**src/uef_pkg.sv**
```systemverilog
// Purpose: Shared constants and types for the serial port event flag block
// Assumes: One 10 MHz core clock, flags and data buffer reached by plain strobes
// Notes: Flag bit positions match the serial control register layout

package uef_pkg;
   localparam int DATA_W = 8;
   localparam int FLAG_W = 2;
   localparam int TX_DONE_BIT = 1;
   localparam int RX_READY_BIT = 0;
   localparam int RX_FIFO_DEPTH = 4;
   localparam int PTR_W = 2;
   localparam int CNT_W = 3;
   localparam logic [DATA_W-1:0] SBUF_RESET = 8'h00;
   localparam logic FLAG_RESET = 1'h0;
   localparam logic [PTR_W-1:0] PTR_RESET = 2'h0;
   localparam logic [PTR_W-1:0] PTR_ONE = 2'h1;
   localparam logic [CNT_W-1:0] CNT_ZERO = 3'h0;
   localparam logic [CNT_W-1:0] CNT_ONE = 3'h1;
   localparam logic [CNT_W-1:0] CNT_FULL = 3'h4;

   typedef enum logic {LATCH_EMPTY, LATCH_FULL} uef_latch_type;

   // True when a software write puts zero into the given flag bit
   function automatic logic uef_sw_clears(input logic we, input logic [FLAG_W-1:0] wdata,
                                          input int bit_pos);
      return we & ~wdata[bit_pos];
   endfunction
endpackage

```
**src/uef_fifo_if.sv**
```systemverilog
// Purpose: Link between the flag controller and the receive FIFO
// Assumes: Push and pop are single-cycle strobes on core_clk
// Notes: head_data is valid whenever empty is low
`timescale 1ns/1ps

interface uef_fifo_if;
   import uef_pkg::*;
   logic push;
   logic [DATA_W-1:0] push_data;
   logic pop;
   logic [DATA_W-1:0] head_data;
   logic empty;
   logic full;
   modport ctrl(output push, output push_data, output pop,
                input head_data, input empty, input full);
   modport fifo(input push, input push_data, input pop,
                output head_data, output empty, output full);
endinterface

```
**src/uef_flags.sv**
```systemverilog
// Purpose: Transmit-done and receive-ready event flags, data buffer paths, interrupt request
// Assumes: Shifter and baud logic give stop-bit strobes; all inputs synchronous to core_clk
// Notes: Flags are cleared only by software writes of zero
`timescale 1ns/1ps

////////////////////////////////////////////////////////////////////////////////
module uef_flags import uef_pkg::*; (
   input wire logic core_clk,
   input wire logic resetn,
   input wire logic uart_int_en,
   input wire logic sw_flag_we,
   input wire logic [FLAG_W-1:0] sw_flag_wdata,
   input wire logic sbuf_wr,
   input wire logic [DATA_W-1:0] sbuf_wdata,
   input wire logic sbuf_rd,
   input wire logic tx_stop_begin,
   input wire logic rx_stop_sample,
   input wire logic [DATA_W-1:0] rx_byte,
   output logic tx_done_flag,
   output logic rx_ready_flag,
   output logic uart_irq,
   output logic [DATA_W-1:0] serial_data_buffer,
   output logic [DATA_W-1:0] tx_shift_data,
   output logic tx_start,
   output logic rx_overrun
);
   logic tx_done_r;
   logic tx_done_nxt;
   logic rx_ready_r;
   logic rx_ready_nxt;
   logic irq_r;
   logic [DATA_W-1:0] rx_latch_r;
   logic [DATA_W-1:0] tx_shift_r;
   logic tx_start_r;
   logic rx_overrun_r;
   uef_latch_type latch_r;
   uef_latch_type latch_nxt;

   uef_fifo_if fif();

   uef_rx_fifo u_rx_fifo (
      .core_clk(core_clk),
      .resetn(resetn),
      .fif(fif)
   );

   ////////////////////////////////////////////////////////////////////////////
   // Flag decode
   wire tx_sw_clr = uef_sw_clears(sw_flag_we, sw_flag_wdata, TX_DONE_BIT);
   wire rx_sw_clr = uef_sw_clears(sw_flag_we, sw_flag_wdata, RX_READY_BIT);
   wire fifo_empty = fif.empty;
   wire fifo_full = fif.full;

   // Set term first, so a clear in the same cycle cannot hide the event
   assign tx_done_nxt = tx_stop_begin | (tx_done_r & ~tx_sw_clr);
   // Waiting bytes hold the flag up; a clear only lasts once the FIFO is empty
   assign rx_ready_nxt = rx_stop_sample | ~fifo_empty | (rx_ready_r & ~rx_sw_clr);

   // Interrupt is a level taken from next flag state, so it rises with the flag
   wire irq_nxt = uart_int_en & (tx_done_nxt | rx_ready_nxt);

   ////////////////////////////////////////////////////////////////////////////
   // Receive path: FIFO head moves into the latch when the latch is free
   wire latch_free = (latch_r == LATCH_EMPTY) | sbuf_rd;
   wire fifo_pop = latch_free & ~fifo_empty;

   assign fif.push = rx_stop_sample;
   assign fif.push_data = rx_byte;
   assign fif.pop = fifo_pop;

   always_comb begin
      case (latch_r)
         LATCH_EMPTY: begin
            latch_nxt = fifo_pop ? LATCH_FULL : LATCH_EMPTY;
         end
         LATCH_FULL: begin
            latch_nxt = (sbuf_rd && !fifo_pop) ? LATCH_EMPTY : LATCH_FULL;
         end
         default: begin
            latch_nxt = LATCH_EMPTY;
         end
      endcase
   end

   ////////////////////////////////////////////////////////////////////////////
   // Flag and interrupt registers
   always_ff @(posedge core_clk or negedge resetn) begin
      if (!resetn) begin
         tx_done_r <= FLAG_RESET;
         rx_ready_r <= FLAG_RESET;
         irq_r <= FLAG_RESET;
      end else begin
         tx_done_r <= tx_done_nxt;
         rx_ready_r <= rx_ready_nxt;
         irq_r <= irq_nxt;
      end
   end

   // Receive latch and overrun strobe
   always_ff @(posedge core_clk or negedge resetn) begin
      if (!resetn) begin
         latch_r <= LATCH_EMPTY;
         rx_latch_r <= SBUF_RESET;
         rx_overrun_r <= FLAG_RESET;
      end else begin
         latch_r <= latch_nxt;
         rx_latch_r <= fifo_pop ? fif.head_data : rx_latch_r;
         // A byte arriving into a full FIFO is dropped; the strobe tells software
         rx_overrun_r <= rx_stop_sample & fifo_full;
      end
   end

   // Transmit side: a buffer write loads the shifter and kicks off a frame
   always_ff @(posedge core_clk or negedge resetn) begin
      if (!resetn) begin
         tx_shift_r <= SBUF_RESET;
         tx_start_r <= FLAG_RESET;
      end else begin
         tx_shift_r <= sbuf_wr ? sbuf_wdata : tx_shift_r;
         tx_start_r <= sbuf_wr;
      end
   end

   assign tx_done_flag = tx_done_r;
   assign rx_ready_flag = rx_ready_r;
   assign uart_irq = irq_r;
   assign serial_data_buffer = rx_latch_r;
   assign tx_shift_data = tx_shift_r;
   assign tx_start = tx_start_r;
   assign rx_overrun = rx_overrun_r;
endmodule

```
**src/uef_rx_fifo.sv**
```systemverilog
// Purpose: Receive FIFO holding bytes until the receive latch is free
// Assumes: Push when full and pop when empty are ignored
// Notes: Depth fixed by package constant
`timescale 1ns/1ps

module uef_rx_fifo import uef_pkg::*; (
   input wire logic core_clk,
   input wire logic resetn,
   uef_fifo_if.fifo fif
);
   logic [DATA_W-1:0] mem_r [RX_FIFO_DEPTH];
   logic [PTR_W-1:0] wr_ptr_r;
   logic [PTR_W-1:0] rd_ptr_r;
   logic [CNT_W-1:0] count_r;
   logic [CNT_W-1:0] count_nxt;
   wire do_push = fif.push & ~fif.full;
   wire do_pop = fif.pop & ~fif.empty;

   assign fif.empty = (count_r == CNT_ZERO);
   assign fif.full = (count_r == CNT_FULL);
   assign fif.head_data = mem_r[rd_ptr_r];
   assign count_nxt = (do_push && !do_pop) ? count_r + CNT_ONE :
                      (do_pop && !do_push) ? count_r - CNT_ONE : count_r;

   ////////////////////////////////////////////////////////////////////////////
   // Storage has no reset; reads are gated by empty
   always_ff @(posedge core_clk) begin
      if (do_push) begin
         mem_r[wr_ptr_r] <= fif.push_data;
      end
   end

   always_ff @(posedge core_clk or negedge resetn) begin
      if (!resetn) begin
         wr_ptr_r <= PTR_RESET;
         rd_ptr_r <= PTR_RESET;
         count_r <= CNT_ZERO;
      end else begin
         wr_ptr_r <= do_push ? wr_ptr_r + PTR_ONE : wr_ptr_r;
         rd_ptr_r <= do_pop ? rd_ptr_r + PTR_ONE : rd_ptr_r;
         count_r <= count_nxt;
      end
   end
endmodule
```
**config.mk**
```make
export PLATFORM = sky130hd
export DESIGN_NAME = uef_flags
export DESIGN_NICKNAME = d
export VERILOG_FILES = /design/src/uef_pkg.sv /design/src/uef_fifo_if.sv /design/src/uef_flags.sv /design/src/uef_rx_fifo.sv
export SDC_FILE = /design/constraint.sdc
export NUM_CORES = 1
export LEC_CHECK = 0
export ABC_AREA = 1
export ABC_CLOCK_PERIOD_IN_PS = 2000
export BUFFER_PORTS_ARGS = -buffer_cell sky130_fd_sc_hd__buf_4
export CORE_UTILIZATION = 41
export DETAILED_ROUTE_END_ITERATION = 8
export GPL_TIMING_DRIVEN = 1
export HOLD_SLACK_MARGIN = 0.12
export PLACE_DENSITY = 0.62
export SETUP_SLACK_MARGIN = 0.02
export SYNTH_ARGS = -nofsm -noshare
export SYNTH_HDL_FRONTEND = slang
export SYNTH_HIERARCHICAL = 1
export SYNTH_SLANG_ARGS = --single-unit
```
**constraint.sdc**
```tcl
create_clock -name core_clk -period 2 [get_ports core_clk]
set_input_delay 0 -clock core_clk [delete_from_list [all_inputs] [get_ports core_clk]]
set_output_delay 0 -clock core_clk [all_outputs]
set_load 0.01 [all_outputs]
```
==> impl_summary.txt <==
----------------------------------------------------
[Outcome]
  Outcome ... finished clean

[GRT]
  Vias in the first global route ... 1624
  Wire length of the first global-routing pass ... between 7 and 8 mm
  Maximum number of pins on one net before global-route repair ... 34
  Overflow after GRT ... 0
  GRT Total Usage ... 0.155
  Antenna violations before repair ... 0

[Finish]
  Multi-input logic area ... ~710 um2
  Share of final-layout standard cells stronger than drive strength 1 ... 0.273
  Fill cell instance count of the final layout ... 510
  N_diodes ... 0
  Final instance area ... 0.00349 mm2
  Sequential cell area in the final layout ... 0.00169 mm2
  Relative area change from synthesis to final layout ... 34.4%
  Final cell count without fillers ... 397
  Final-stage net count ... 349

[Routing]
  Number of routed nets with antenna violations ... 0
  Drt via density ... 4.45
  Detail-routed net length per standard cell ... 11.9 um
  Drt pass-1 iters ... 4
  Number of vias in the routed layout ... around 1800
  Number of DRC markers after the initial detailed-route iteration ... 66
  Post-detailed-routing wire length ... 4.74 mm
  # DRC ... 0

[Clock network]
  Clock Root Buffer ... sky130_fd_sc_hd__clkbuf_8
  Clk buf depth ... 2
  CTS tree ... built
  Number of buffers created by CTS ... 9
  Clock Sinks ... 61
  Clock latency on the worst-skew pair ... 0.33 ns
  Clock-pin slew on the worst setup and hold paths ... 0.07 ns
  # H-tree levels ... 3

[Critical path]
  Series of cell instances along the critical path ... dlygate4sd3_1 -> buf_4 -> nand2_1 -> dlygate4sd3_1 -> nand2_1 -> nand2_1 -> nor2_1 -> nor2_1 -> dlygate4sd3_1
  Crit-path max FO ... 2
  Slowest library cell on the worst path ... sky130_fd_sc_hd__dlygate4sd3_1
  Required time at the endpoint of the critical path ... between 2 and 2.5 ns
  Element type at the critical path start ... input port
  Stage delay of the slowest cell on the critical path ... 0.55 ns
  Endpoint kind of the worst setup timing path ... flip-flop
  Type of the worst setup path ... in -> reg
  Data arrival, critical path ... 2.04 ns

[STA]
  Slew at the pin closest to its max-slew limit ... between 0.4 and 0.5 ns
  Final max-slew violation count ... 0
  Number of failing setup endpoints in the final timing report ... 0
  Number of hold violations in the final report ... 0
  Post-route clock period utilization ... 0.920
  Min Clock Period, post-route ... 1.84 ns
  Achievable frequency ... 544 MHz
  Sum of negative setup slack ... 0 ns
  Min Hold Slack ... roughly 0.15 ns
  Layout Skew ... ~0.0076 ns
  Rel. slew slack ... 0.685
  RSZ-0062 raised after global routing ... no

[Yosys]
  Top area cells in the synthesized netlist ... sky130_fd_sc_hd__edfxtp_1 (37%), sky130_fd_sc_hd__dfrtp_1 (28%), sky130_fd_sc_hd__nand2_1 (11%)
  Total standard cell area after synthesis ... ~0.0026 mm2
  Number of enable-type register cells in the synthesized netlist ... 32
  Dominant synthesized flop cell ... sky130_fd_sc_hd__edfxtp_1
  Most used standard cell by instance count after synthesis ... sky130_fd_sc_hd__nand2_1
  Most frequent cells after synthesis ... sky130_fd_sc_hd__nand2_1 (73), sky130_fd_sc_hd__inv_1 (38), sky130_fd_sc_hd__edfxtp_1 (32), sky130_fd_sc_hd__dfrtp_1 (29), sky130_fd_sc_hd__o211ai_1 (16)
  Proportion of register bits with asynchronous set or reset after synthesis ... 0.475
  Warning count from the yosys run ... 6
  Portion of the post-synthesis area used by sequential elements ... 0.649
  Yosys cell types ... 20
  Mean instance size in the synthesized netlist ... 11.3 um2
  Synth top area share ... 0.370
  Yosys top cell by area ... sky130_fd_sc_hd__edfxtp_1
  Gate count of the mapped netlist ... 230
  Synth Register Bits ... 61
  Syn_nets ... 262

[Die]
  Number of ports placed on the die boundary ... 47
  Die Area ... 0.00666 mm2
  Site row count ... 28
  Starting density of the core ... 0.431
  Placeable core area ... 0.00603 mm2
  Die span in x ... 81.6 um
  Die height ... 81.6 um

[Flow run]
  Number of maximum-capacitance violations ... 0

[Power and ir drop]
  Overall Power ... 4.27 mW
  Reported leakage power ... 1.68 nW
  Power per standard cell area ... ~1200 mW/mm2
  Worst vdd rail ir drop ... roughly 0.46 mV

[Worst hold path]
  Kind of path behind the tightest hold check ... in -> async

[Place]
  Half-perimeter wire length of the detailed placement result ... just under 3 mm
  Count of port buffers added during placement ... 46
  Placed Cells incl. Taps ... around 350
  RePlAce Congestion ... approximately 0.70
  Placement-stage cell area ... roughly 0.0030 mm2

----------------------------------------------------
critical path: cells and delay by family:
family | cells | cell delay (ns)
buffers and inverters | 4 | 1.73
AND/OR/NAND/NOR | 5 | 0.32
routing by layer:
layer / up-vias / GRT usage / part of all wire
met4: 0 / 0.100 / 0.018
met3: 8 / 0.0367 / 0.065
met5: - / 0 / 0
li1: 911 / - / -
met1: 799 / 0.173 / 0.44
met2: 49 / 0.265 / 0.48
final cells by class:
cell class	count	area share
well taps	75	0.0269
clock buffers	14	0.0466
multi-input cells	122	0.202
clock inverters	2	0.00287
repair buffers	81	0.193
flip-flops and latches	61	0.483
inverters	42	0.0459
power breakdown:
| part | total, mW | switching [mW] | internal (mW) |
|---|---|---|---|
| registers | 1.84 | 0.182 | 1.66 |
| clock network | 0.942 | 0.427 | 0.515 |
| logic | 1.49 | 0.841 | 0.652 |
| total | 4.27 | 1.45 | 2.82 |
worst paths after layout:
kind | startpoint | cells after the start | endpoint | slack, ns
worst max-delay path | sw_flag_we | 9 | uart_irq$_DFF_PN0_ | 0.16
worst max register to register | u_rx_fifo/count_r[2]$_DFFE_PN0P_ | 14 | u_rx_fifo/count_r[2]$_DFFE_PN0P_ | 0.16
worst min-delay path | resetn | 2 | tx_shift_data[1]$_DFFE_PN0P_ | 0.15
worst min register to register | serial_data_buffer[0]$_DFFE_PN0P_ | 2 | serial_data_buffer[0]$_DFFE_PN0P_ | 0.48
max in group asynchronous | resetn | 2 | serial_data_buffer[0]$_DFFE_PN0P_ | 1.58
min in group core_clk | rx_byte[4] | 2 | u_rx_fifo/mem_r[2][4]$_DFFE_PP_ | 0.41
cells in the final DEF (no fill, tap or decap), types with 3 or more instances in the layout:
| cell | netlist | layout |
|---|---|---|
| sky130_fd_sc_hd__edfxtp_1 | 32 | 32 |
| sky130_fd_sc_hd__nand3_1 | 7 | 6 |
| sky130_fd_sc_hd__o211ai_1 | 16 | 16 |
| sky130_fd_sc_hd__inv_1 | 38 | 35 |
| sky130_fd_sc_hd__ha_1 | 5 | 4 |
| sky130_fd_sc_hd__clkbuf_1 | 0 | 3 |
| sky130_fd_sc_hd__buf_4 | 1 | 55 |
| sky130_fd_sc_hd__inv_2 | 3 | 6 |
| sky130_fd_sc_hd__nor2_1 | 7 | 7 |
| sky130_fd_sc_hd__dfrtp_1 | 29 | 29 |
| sky130_fd_sc_hd__mux2_4 | 8 | 8 |
| sky130_fd_sc_hd__dlygate4sd3_1 | 0 | 26 |
| sky130_fd_sc_hd__clkbuf_8 | 1 | 11 |
| sky130_fd_sc_hd__nand2_1 | 73 | 73 |
what timing repair did:
item,CTS,global route
setup endpoints to repair,0,2
gates resized for setup,0,6
setup buffers,0,1
hold buffers,26,0
hold endpoints to repair,77,0
cells by family (layout without fill, tap and decap cells):
logic type,count (synthesis),count (layout),synth area share
and+or+nand+nor,90,90,0.138
DFF,61,61,0.649
buffers and inverters,47,139,0.0829
AOI/OAI and AO/OA,17,17,0.0482
muxes,8,8,0.0462
adders and majority gates,6,6,0.0318
xor gates and xnor gates,1,1,0.00337
sequential cells by signal, indices dropped and copies added (netlist names), 2 cells and up:
signal,cells
u_rx_fifo/rd_ptr_r,2
u_rx_fifo/wr_ptr_r,2
serial_data_buffer,8
u_rx_fifo/count_r,3
tx_shift_data,8
u_rx_fifo/mem_r,32
per-stage QoR:
stage                     setup slack (ns)   util
final                                0.160  0.580
after CTS                           0.0668  0.577
after global placement               0.159  0.505
after global routing                0.0173  0.580
after floorplan                     0.0831      -
after detailed placement            0.0743  0.505
No activity file was read; power rests on OpenSTA's default activity.
